File: src/design/fel_defines.svh
`ifndef FEL_DEFINES_SVH
`define FEL_DEFINES_SVH
// register byte offsets
`define FEL_CTRL        8'h00
`define FEL_STATUS      8'h04
`define FEL_ACTIVE      8'h08
`define FEL_LOG_ROUTE   8'h0C
`define FEL_RELAY0      8'h10
`define FEL_RELAY1      8'h14
`define FEL_RELAY2      8'h18
`define FEL_LOG_INFO    8'h1C
`define FEL_LOG_SEL     8'h20
`define FEL_LOG_DATE    8'h24
`define FEL_LOG_TIME    8'h28
`define FEL_LOG_EVENT   8'h2C
// control bits
`define FEL_CTRL_SOFT   0
`define FEL_CTRL_ACK    1
// event numbers
`define FEL_EV_RESET    7
`define FEL_EV_LOCK     8
`define FEL_EV_SUPPLY   19
`define FEL_EV_COLL     25
// reset values of routing
`define FEL_LOG_ROUTE_RST 32'h0008_0000
`define FEL_RELAY0_RST    32'h0100_0000
`define FEL_RELAY1_RST    32'h0000_0800
`define FEL_RELAY2_RST    32'h0000_0080
// events counted as faults for the collective fault
`define FEL_FAULT_MASK    32'hC13B_3A70
// timing
`define FEL_ACK_LINES     2
`define FEL_CLK_HZ        10000000
`define FEL_REINIT_US     100
`define FEL_PULSE_US      10
`endif

File: src/design/fel_pkg.sv
package fel_pkg;
  typedef enum logic [1:0] {
    FEL_RUN,
    FEL_HOLD,
    FEL_REINIT
  } fel_state_e;
  typedef logic [31:0] fel_word_t;
endpackage : fel_pkg

File: src/design/fel_top.sv
`timescale 1ns/10ps
`include "fel_defines.svh"
module fel_top #(
  parameter int DEPTH     = 16,
  parameter int LIMIT_W   = 16,
  parameter int REINIT_CY = (`FEL_CLK_HZ / 1000000) * `FEL_REINIT_US,
  parameter int PULSE_CY  = (`FEL_CLK_HZ / 1000000) * `FEL_PULSE_US
) (
  input  wire logic               i_clk,
  input  wire logic               i_rst,
  input  wire logic               i_reset_closed,
  input  wire logic               i_supply_ok,
  input  wire logic               i_lock_closed,
  input  wire logic               i_ack_closed,
  input  wire logic               i_line_tick,
  input  wire logic [31:0]        i_events,
  input  wire logic [31:0]        i_date,
  input  wire logic [23:0]        i_time,
  input  wire logic [LIMIT_W-1:0] i_limit,
  input  wire logic               psel,
  input  wire logic               penable,
  input  wire logic               pwrite,
  input  wire logic [7:0]         paddr,
  input  wire logic [31:0]        pwdata,
  output logic [31:0]             prdata,
  output logic                    pready,
  output logic                    pslverr,
  output logic                    o_fire_enable,
  output logic                    o_setpoint_enable,
  output logic                    o_min_limit_enable,
  output logic                    o_led_red,
  output logic                    o_comm_enable,
  output logic                    o_bus_reset,
  output logic [2:0]              o_relay,
  output logic                    o_status_pending,
  output logic                    o_bus_msg,
  output logic [4:0]              o_bus_msg_event
);
  localparam int PW = $clog2(DEPTH);

  // pin synchronisers
  logic [3:0] pin_meta;
  logic [3:0] pin_sync;
  always_ff @(posedge i_clk) begin
    pin_meta <= {i_ack_closed, i_lock_closed, i_supply_ok, i_reset_closed};
    pin_sync <= pin_meta;
  end
  wire contact_ok = pin_sync[0];
  wire supply_ok  = pin_sync[1];
  wire lock_open  = ~pin_sync[2];
  wire ack_closed = pin_sync[3];

  fel_pkg::fel_state_e state;
  logic [31:0] reinit_cnt;
  logic        soft_req;
  logic        supply_prev;
  wire hw_reset = ~contact_ok | ~supply_ok;

  always_ff @(posedge i_clk) begin
    if (i_rst) begin
      state      <= fel_pkg::FEL_HOLD;
      reinit_cnt <= '0;
    end else begin
      unique case (state)
        fel_pkg::FEL_RUN: begin
          if (hw_reset || soft_req) begin
            state <= fel_pkg::FEL_HOLD;
          end
        end
        fel_pkg::FEL_HOLD: begin
          reinit_cnt <= '0;
          if (!hw_reset) begin
            state <= fel_pkg::FEL_REINIT;
          end
        end
        fel_pkg::FEL_REINIT: begin
          reinit_cnt <= reinit_cnt + 32'h1;
          if (hw_reset) begin
            state <= fel_pkg::FEL_HOLD;
          end else if (reinit_cnt == 32'(REINIT_CY - 1)) begin
            state <= fel_pkg::FEL_RUN;
          end
        end
      endcase
    end
  end
  wire running = (state == fel_pkg::FEL_RUN);

  always_ff @(posedge i_clk) begin
    if (i_rst) begin
      o_fire_enable      <= 1'b0;
      o_setpoint_enable  <= 1'b0;
      o_min_limit_enable <= 1'b0;
      o_led_red          <= 1'b1;
      o_comm_enable      <= 1'b0;
      o_bus_reset        <= 1'b1;
    end else begin
      o_fire_enable      <= running & ~hw_reset;
      o_setpoint_enable  <= running & ~lock_open;
      o_min_limit_enable <= running;
      o_led_red          <= ~running;
      o_comm_enable      <= running;
      o_bus_reset        <= hw_reset;
    end
  end

  // one-shot after reset and supply-return edge
  logic        was_running;
  logic [31:0] pulse_cnt;
  always_ff @(posedge i_clk) begin
    if (i_rst) begin
      was_running <= 1'b0;
      pulse_cnt   <= '0;
      supply_prev <= 1'b1;
    end else begin
      was_running <= running;
      supply_prev <= supply_ok;
      if (running && !was_running) begin
        pulse_cnt <= 32'(PULSE_CY);
      end else if (pulse_cnt != '0) begin
        pulse_cnt <= pulse_cnt - 32'h1;
      end
    end
  end

  // acknowledge must stay closed for two line periods
  logic [1:0] ack_lines;
  logic       ack_pulse;
  always_ff @(posedge i_clk) begin
    if (i_rst || !ack_closed) begin
      ack_lines <= '0;
      ack_pulse <= 1'b0;
    end else begin
      ack_pulse <= 1'b0;
      if (i_line_tick && ack_lines != 2'(`FEL_ACK_LINES)) begin
        ack_lines <= ack_lines + 2'h1;
        ack_pulse <= (ack_lines == 2'(`FEL_ACK_LINES - 1));
      end
    end
  end

  // event vector, bit n is event n; bit 0 unused
  logic [31:0] faults_latched;
  logic [31:0] ev_now;
  logic [31:0] ev_prev;
  logic [31:0] log_route;
  logic [31:0] relay_route [3];
  always_comb begin
    ev_now = i_events & ~`FEL_FAULT_MASK;
    ev_now = ev_now | faults_latched;
    ev_now[`FEL_EV_RESET]  = (pulse_cnt != '0);
    ev_now[`FEL_EV_LOCK]   = lock_open;
    ev_now[`FEL_EV_SUPPLY] = supply_ok & ~supply_prev;
    ev_now[`FEL_EV_COLL]   = |(faults_latched & `FEL_FAULT_MASK);
    ev_now[0] = 1'b0;
  end
  wire [31:0] ev_rise = ev_now & ~ev_prev;

  always_ff @(posedge i_clk) begin
    if (i_rst) begin
      faults_latched <= '0;
      ev_prev        <= '0;
    end else begin
      ev_prev <= ev_now;
      // a fault arriving with the acknowledge is kept
      faults_latched <= (ack_pulse ? 32'h0 : faults_latched)
                        | (i_events & `FEL_FAULT_MASK);
    end
  end

  genvar g;
  generate
    for (g = 0; g < 3; g++) begin : g_relay
      always_ff @(posedge i_clk) begin
        if (i_rst) begin
          o_relay[g] <= 1'b0;
        end else begin
          o_relay[g] <= |(ev_now & relay_route[g]);
        end
      end
    end
  endgenerate

  // logging queue: lowest pending event logged first
  logic [31:0] log_pend;
  logic [4:0]  pick;
  always_comb begin
    pick = '0;
    for (int n = 31; n > 0; n--) begin
      if (log_pend[n]) begin
        pick = 5'(n);
      end
    end
  end
  wire [31:0] pick_bit = 32'h1 << pick;

  // entry storage is never reset so it survives reset and outages
  logic [31:0]        mem_date  [DEPTH];
  logic [23:0]        mem_time  [DEPTH];
  logic [4:0]         mem_ev    [DEPTH];
  logic [LIMIT_W-1:0] mem_limit [DEPTH];
  logic [PW-1:0]      wptr;
  logic [PW:0]        count;
  always_ff @(posedge i_clk) begin
    if (pick != '0) begin
      mem_date[wptr]  <= i_date;
      mem_time[wptr]  <= i_time;
      mem_ev[wptr]    <= pick;
      mem_limit[wptr] <= i_limit;
    end
  end

  always_ff @(posedge i_clk) begin
    if (i_rst) begin
      log_pend <= '0;
      wptr     <= '0;
      count    <= '0;
    end else begin
      log_pend <= (log_pend & ~pick_bit) | (ev_rise & log_route);
      if (pick != '0) begin
        wptr <= (wptr == PW'(DEPTH - 1)) ? '0 : wptr + PW'(1);
        if (count != (PW+1)'(DEPTH)) begin
          count <= count + (PW+1)'(1);
        end
      end
    end
  end

  // apb slave: one wait state, reads of mapped registers always allowed
  logic [PW-1:0] log_sel;
  logic          clr_pending;
  wire acc   = psel & penable & pready;
  wire do_wr = acc & pwrite & o_comm_enable;
  wire [PW-1:0] slot = wptr - PW'(count) + log_sel;
  logic [31:0] rd;
  logic        hit;
  always_comb begin
    hit = 1'b1;
    rd  = '0;
    unique case (paddr)
      `FEL_CTRL:      rd = '0;
      `FEL_STATUS:    rd = {26'h0, faults_latched != '0, lock_open, o_status_pending, 1'b0, state};
      `FEL_ACTIVE:    rd = ev_now;
      `FEL_LOG_ROUTE: rd = log_route;
      `FEL_RELAY0:    rd = relay_route[0];
      `FEL_RELAY1:    rd = relay_route[1];
      `FEL_RELAY2:    rd = relay_route[2];
      `FEL_LOG_INFO:  rd = {16'h0, 8'(wptr), 8'(count)};
      `FEL_LOG_SEL:   rd = 32'(log_sel);
      `FEL_LOG_DATE:  rd = mem_date[slot];
      `FEL_LOG_TIME:  rd = {8'h0, mem_time[slot]};
      `FEL_LOG_EVENT: rd = {11'h0, mem_ev[slot], 16'(mem_limit[slot])};
      default:        hit = 1'b0;
    endcase
  end

  always_ff @(posedge i_clk) begin
    if (i_rst) begin
      pready  <= 1'b0;
      pslverr <= 1'b0;
      prdata  <= '0;
    end else begin
      pready  <= psel & penable & ~pready;
      pslverr <= psel & penable & ~pready & (~hit | (pwrite & ~o_comm_enable));
      if (psel && penable && !pready && !pwrite) begin
        prdata <= rd;
      end
    end
  end

  always_ff @(posedge i_clk) begin
    if (i_rst) begin
      log_route      <= `FEL_LOG_ROUTE_RST;
      relay_route[0] <= `FEL_RELAY0_RST;
      relay_route[1] <= `FEL_RELAY1_RST;
      relay_route[2] <= `FEL_RELAY2_RST;
      log_sel        <= '0;
      soft_req       <= 1'b0;
      clr_pending    <= 1'b0;
    end else begin
      soft_req    <= do_wr && paddr == `FEL_CTRL && pwdata[`FEL_CTRL_SOFT];
      clr_pending <= do_wr && paddr == `FEL_CTRL && pwdata[`FEL_CTRL_ACK];
      if (do_wr) begin
        unique case (paddr)
          `FEL_LOG_ROUTE: log_route      <= pwdata;
          `FEL_RELAY0:    relay_route[0] <= pwdata;
          `FEL_RELAY1:    relay_route[1] <= pwdata;
          `FEL_RELAY2:    relay_route[2] <= pwdata;
          `FEL_LOG_SEL:   log_sel        <= pwdata[PW-1:0];
          default:        ;
        endcase
      end
    end
  end

  // panel indication and fieldbus message
  wire [31:0] fault_rise = ev_rise & `FEL_FAULT_MASK;
  logic [4:0] fpick;
  always_comb begin
    fpick = '0;
    for (int n = 31; n > 0; n--) begin
      if (fault_rise[n]) begin
        fpick = 5'(n);
      end
    end
  end

  always_ff @(posedge i_clk) begin
    if (i_rst) begin
      o_status_pending <= 1'b0;
      o_bus_msg        <= 1'b0;
      o_bus_msg_event  <= '0;
    end else begin
      // new event beats a same-cycle clear
      o_status_pending <= (o_status_pending & ~clr_pending) | (ev_rise != '0);
      o_bus_msg        <= (fpick != '0) & ~o_bus_reset;
      if (fpick != '0) begin
        o_bus_msg_event <= fpick;
      end
    end
  end
endmodule : fel_top

File: config.mk
export PLATFORM = sky130hd
export DESIGN_NAME = fel_top
export DESIGN_NICKNAME = d
export VERILOG_FILES = /design/src/design/fel_pkg.sv /design/src/design/fel_top.sv
export VERILOG_INCLUDE_DIRS = /design/src /design/src/design
export SDC_FILE = /design/constraint.sdc
export NUM_CORES = 2
export LEC_CHECK = 0
export BUFFER_PORTS_ARGS = -buffer_cell sky130_fd_sc_hd__buf_4
export CORE_AREA = 2 2 414 416
export CTS_CLUSTER_SIZE = 24
export DETAILED_ROUTE_END_ITERATION = 6
export DIE_AREA = 0 0 416 418
export GPL_ROUTABILITY_DRIVEN = 0
export PLACE_DENSITY_LB_ADDON = 0.3
export SLEW_MARGIN = 20
export SYNTH_ARGS = -nofsm -noshare
export SYNTH_HDL_FRONTEND = slang
export SYNTH_SLANG_ARGS = --single-unit
File: constraint.sdc
create_clock -name i_clk -period 12.9 [get_ports i_clk]
set_clock_uncertainty 0.1 [all_clocks]
set_input_delay 1.935 -clock i_clk [delete_from_list [all_inputs] [get_ports i_clk]]
set_output_delay 1.935 -clock i_clk [all_outputs]
set_load 0.01 [all_outputs]
# Word level (Yosys, flattened, before mapping)
# Memory sizes are Yosys's and may differ from the RTL's.
# Cells that the tools add are included.
totals:
  output_inout_bits: 50
  regBits: 270
  inputBits: 154
  ramBits: 1328
  n_memories: 5
  elab_cells: 219
classes:
  n_bitwise: 41
  n_mux: 77
  n_addsub: 7
  reduce_logical: 34
  shifts: 1
  eq_ne: 21
memory_table:
  columns: ["memory", "depth", "width", "rd", "rd_ports_with_merged_regs", "wr", "line", "text"]
  rows:
  - ["mem_date", 16, 32, 1, 0, 1, "fel_top.sv:198", "logic [31:0] mem_date [DEPTH];"]
  - ["mem_time", 16, 24, 1, 0, 1, "fel_top.sv:199", "logic [23:0] mem_time [DEPTH];"]
  - ["mem_limit", 16, 16, 1, 0, 1, "fel_top.sv:201", "logic [LIMIT_W-1:0] mem_limit [DEPTH];"]
  - ["relay_route", 3, 32, 3, 0, 3, "fel_top.sv:147", "logic [31:0] relay_route [3];"]
  - ["mem_ev", 16, 5, 1, 0, 1, "fel_top.sv:200", "logic [4:0] mem_ev [DEPTH];"]
ops:
  columns: ["operator", "n"]
  rows:
  - ["$pmux W32 S11", 1]
  - ["$mux W5", 46]
  - ["$and A32 B32 Y32", 6]
  - ["$mux W32", 4]
  - ["$reduce_bool A32 Y1", 3]
  - ["$reduce_or A32 Y1", 3]
  - ["$not A32 Y32", 2]
  - ["$or A32 B32 Y32", 2]
  - ["$pmux W32 S2", 1]
  - ["$add A32 B1 Y32 const B", 1]
  - ["$eq A32 B10 Y1 const B", 1]
  - ["$eq A8 B5 Y1 const B", 4]
  - ["$eq A8 B6 Y1 const B", 4]
  - ["$or A30 B32 Y32", 1]
  - ["$shl A1 B5 Y32 const A", 1]
  - ["$sub A32 B1 Y32 const B", 1]
  - ["$mux W1", 17]
  - ["$eq A8 B4 Y1 const B", 2]
  - ["$reduce_or A15 Y1", 1]
  - ["$mux W7", 2]
  - ["$and A1 B1 Y1", 12]
  - ["$not A1 Y1", 12]
  - ["$reduce_or A12 Y1", 1]
  - ["$reduce_bool A5 Y1", 2]
  - ["other kinds (26)", 51]

# Depth between registers and ports, before layout
logic_depth:
  ltp_word: 35
  depth_mapped: 14
  depth_no_buf: 12

# Worst setup path before layout
# Ideal clock, no wire load.
synth_path:
  path_kind: "reg2reg"
  from: "register log_pend[23]"
  to: "memory mem_date[0][0] (enable)"
  stages_incl_launch_ff: 9
  setup_time_ps: 607
  t_arrival_ps: 6491
  path_slack_ps: 5702
  path_cell_list: "dfxtp_1 nor4_1 and2_1 clkbuf_1 nor2b_1 nand2_2 buf_2 nand2_1 nor3_1"
synth_between:
  elab_chain_cells: 26
synth_rtl:
  columns: ["element", "line", "text"]
  rows:
  - ["start, declared", "fel_top.sv:185", "logic [31:0] log_pend;"]
  - ["start signal, assigned", "fel_top.sv:219", "log_pend <= (log_pend & ~pick_bit) | (ev_rise & log_route);"]
  - ["$mux W5 (23 in a row)", "fel_top.sv:190", "if (log_pend[n]) begin"]
  - ["$reduce_bool A5 Y1", "fel_top.sv:205", "if (pick != '0) begin"]
  - ["$mux W1", "fel_top.sv:205", null]
  - ["$mux W1 (implied by the code)", "fel_top.sv:206", "mem_date[wptr] <= i_date;"]
  - ["end, declared", "fel_top.sv:198", null]
# No other way between the ends.

# Worst setup path after layout
layout_path:
  from: "register wptr[1]"
  to: "register prdata[3]"
layout_between:
  elab_chain_cells: 4
layout_rtl:
  columns: ["element", "line", "text"]
  rows:
  - ["start, declared", "fel_top.sv:202", "logic [PW-1:0] wptr;"]
  - ["start signal, assigned", "fel_top.sv:221", "wptr <= (wptr == PW'(DEPTH - 1)) ? '0 : wptr + PW'(1);"]
  - ["$sub A4 B4 Y4 (*)", "fel_top.sv:234", "wire [PW-1:0] slot = wptr - PW'(count) + log_sel;"]
  - ["$add A4 B4 Y4 (*)", "fel_top.sv:234", null]
  - ["$mem_v2 Z16 W16, or another cell as far along", null, null]
  - ["$pmux W32 S11 (*)", "fel_top.sv:240", "unique case (paddr)"]
  - ["end signal, assigned", "fel_top.sv:266", "prdata <= rd;"]
  - ["end, declared", "fel_top.sv:25", "output logic [31:0] prdata,"]
# Every way passes the cells marked *; elsewhere a longest branch is shown, timed or not.
# A chain may end at the register's enable or synchronous reset.

==> reports/qor.csv <==
metric,value,unit
via count,35090,
clock slew at the register clock pins of the worst setup and hold paths,0.06,ns
initial core utilization,36.92,%
TritonRoute pass-1 iters,7,
worst relative slew slack,17.71,%
leading area contributor after synthesis,edfxtp_1,
Die H,418,µm
TNS Setup,0,ns
Setup CP Type,flip-flop to flip-flop,
period utilisation layout,42.64,%
row cnt,151,
Hold Path Class,flip-flop to flip-flop,
port bufs,199,
via/cell ratio,5.602,
# Max-Cap Violations,0,
global router's overall resource usage,19.84,%
Critical Path RT,13.47,ns
Clock Tree Root,clkbuf_16,
Post-CTS Setup Inserts,0,
DRC,3,
run status,"complete, but fails checks",
routed length per placed instance,27.86,µm
Crit Reg-Reg Endpoint,prdata[3],
Top Ports,204,
Final Total Pwr,11.37,mW
largest net degree at the start of global routing,134,
LEAKAGE,23.46,nW
slowest CP cell,fa_4,
RSZ-0062 raised after global routing,false,
Final Hold Vio Count,0,
"flops & latches, synth",1579,
hold_buf cts,0,
worst hold margin,0.2247,ns
synth warn,0,
Synth top cells by count,"1328 x edfxtp_1, 309 x mux4_2, 251 x dfxtp_1, 225 x nand2_1, 187 x nor2_1",
CTS Buffer Depth,3,
DIE AREA,173900,µm²
CTS Buf Count,164,
Filler cells,14890,
layout cells sized above 1,21.55,%
Hold Path End,pin_sync[3],
final cell count without fillers,6264,
"CP delay by family, top",adder cells,
"Async S/R FF share, synth",0,%
worst reg2reg setup slack,7.40,ns
fmax,181.8,MHz
post-synth cell types,86,
DRT iter0 DRCs,3638,
sequential share of the synthesized area,71.93,%
worst reg2reg startpoint,wptr[1],
first-pass GRT wire length,249.3,mm
Nets,4078,
syn nets,3833,
Worst Path Max Fanout,133,
Hold Path Depth,0,
Synth area leaders,"edfxtp_1 64%, mux4_2 11%, dfxtp_1 8.0%",
R2R cell count,11,
hpwl dp,101.9,mm
worst slew pin tran,1.203,ns
ys flop type,edfxtp_1,
Worst-Skew Late Latency,0.81,ns
Routed Antenna Nets,0,
count of cells resized by post-cts repair,0,
Die W,416,µm
Post-synth EDFFs,1328,
Most Frequent Cell on Critical Path,a21oi_1,
Max Slew Vio Count,0,
Tmin final,5.500,ns
GRT overflow,0,
vias in the first global route,34750,
WP buf/inv,3,
initial antenna violation count,22,
mapped cell area,62420,µm²
share of Yosys cell area claimed by the top area cell type,63.88,%
Slowest Stage Delay on Critical Path,0.96,ns
WP data arrival,6.07,ns
CP endpoint kind,flip-flop,
Area growth syn-to-layout,15.44,%
Core ar.,169100,µm²
CTS tree,yes,
clock sinks,1579,
H-tree Lvls,4,
hold path start,pin_meta[3],
failing checks,design-rule violations,
syn avg cell area,17.06,µm²
DP Cell Count,5956,
VDD IR max,0.1079,mV
# setup viols final,0,
total power divided by cell area,157.7,nW/µm²
Critical Path Source Type,flip-flop,
routed wire length,174.5,mm
cell with the most instances after synthesis,edfxtp_1,
cell count after synthesis,3659,
critical-path cell list,"inv_1, fa_1, fa_4, buf_12, buf_4, mux4_2, and2_1, a211oi_1, a311oi_1, a21oi_1, a21oi_1",
area by class of cell:
class | instances | area, µm² | area share (%)
Tap cell | 2218 | 2775 | 3.851
Clock inverter | 94 | 948.4 | 1.316
Clock buffer | 210 | 4337 | 6.018
Sequential cell | 1579 | 44900 | 62.31
Inverter | 50 | 188.9 | 0.2622
Antenna cell | 4 | 10.01 | 0.01389
Timing Repair Buffer | 273 | 2112 | 2.931
Multi-Input combinational cell | 1836 | 16790 | 23.30
cell families (layout without fill, tap and decap cells):
kind of cell / count (synthesis) / count (layout) / synth area share (%)
buf+inv: 244 / 627 / 1.569
other cells: 0 / 4 / 0
flops: 1579 / 1579 / 71.93
simple gates: 804 / 804 / 6.618
mux: 410 / 410 / 12.77
fa+ha+maj: 20 / 20 / 0.4369
xor+xnor: 63 / 63 / 0.8960
compound gates: 539 / 539 / 5.775
worst max path at each step:
stage / from / endpoint / slack [ns] / depth (start not counted)
after detailed placement: wptr[1] / prdata[2] / 7.35 / 11
after floorplan: log_pend[23] / mem_date[0][0] / 5.70 / 8
after global routing: wptr[1] / prdata[3] / 7.16 / 11
after CTS: wptr[1] / prdata[2] / 7.34 / 11
after global placement: wptr[1] / prdata[11] / 7.25 / 11
final: wptr[1] / prdata[3] / 7.40 / 11
placed cells by master (no fill, tap or decap), drive strengths merged, types with 10 or more instances in the layout:
master  synthesis  layout
nor2b          67      67
nand2         226     226
a211oi        110     110
or4            14      14
edfxtp       1328    1328
o221ai         10      10
clkinv          0      81
a21oi         129     129
nand3          45      45
nor2          189     189
o21ai          96      96
ha             17      17
mux2i          99      99
mux4          309     309
nor4           37      37
buf            65     273
a221oi         16      16
xnor2          28      28
dfxtp         251     251
inv            50      53
nand4          25      25
and2          100     100
o211ai         11      11
o22ai          14      14
nor3           28      28
a31oi          20      20
or3            12      12
a311oi         18      18
a22oi          47      47
clkbuf        129     210
nand2b         22      22
xor2           35      35
through the flow:
stage	utilization, %	worst slack, ns	area, µm²
after floorplan	-	5.702	62420
after global placement	39.48	7.248	66750
after detailed placement	39.49	7.350	66770
after CTS	42.61	7.335	72050
after global routing	42.61	7.161	72050
final	42.62	7.400	72060
flip-flops by register name, summed over array words and instances (netlist names), 5 cells and up:
name and cells:
o_bus_msg_event 5, prdata 32, mem_date 512, count 5, faults_latched 15, mem_limit 256, relay_route 96, pulse_cnt 32
mem_ev 80, mem_time 384, reinit_cnt 32, log_pend 31, ev_prev 31, log_route 32
power by group:
| group | leakage (nW) | total (mW) | internal (mW) | switching [mW] |
|---|---|---|---|---|
| Clock | 2.55 | 4.61 | 2.57 | 2.04 |
| Sequential | 14.1 | 5.67 | 5.60 | 0.0713 |
| Combinational | 6.79 | 1.09 | 0.475 | 0.612 |
per-layer routing:
layer,part of all wire (%),vias to the layer above,GRT usage [%]
li1,-,15070,-
met1,42,18360,26.94
met2,48,1311,31.93
met3,7.6,314,4.469
met4,2.7,30,5.911
met5,0.11,-,0
Note: power is estimated with default switching activity, not from simulation.
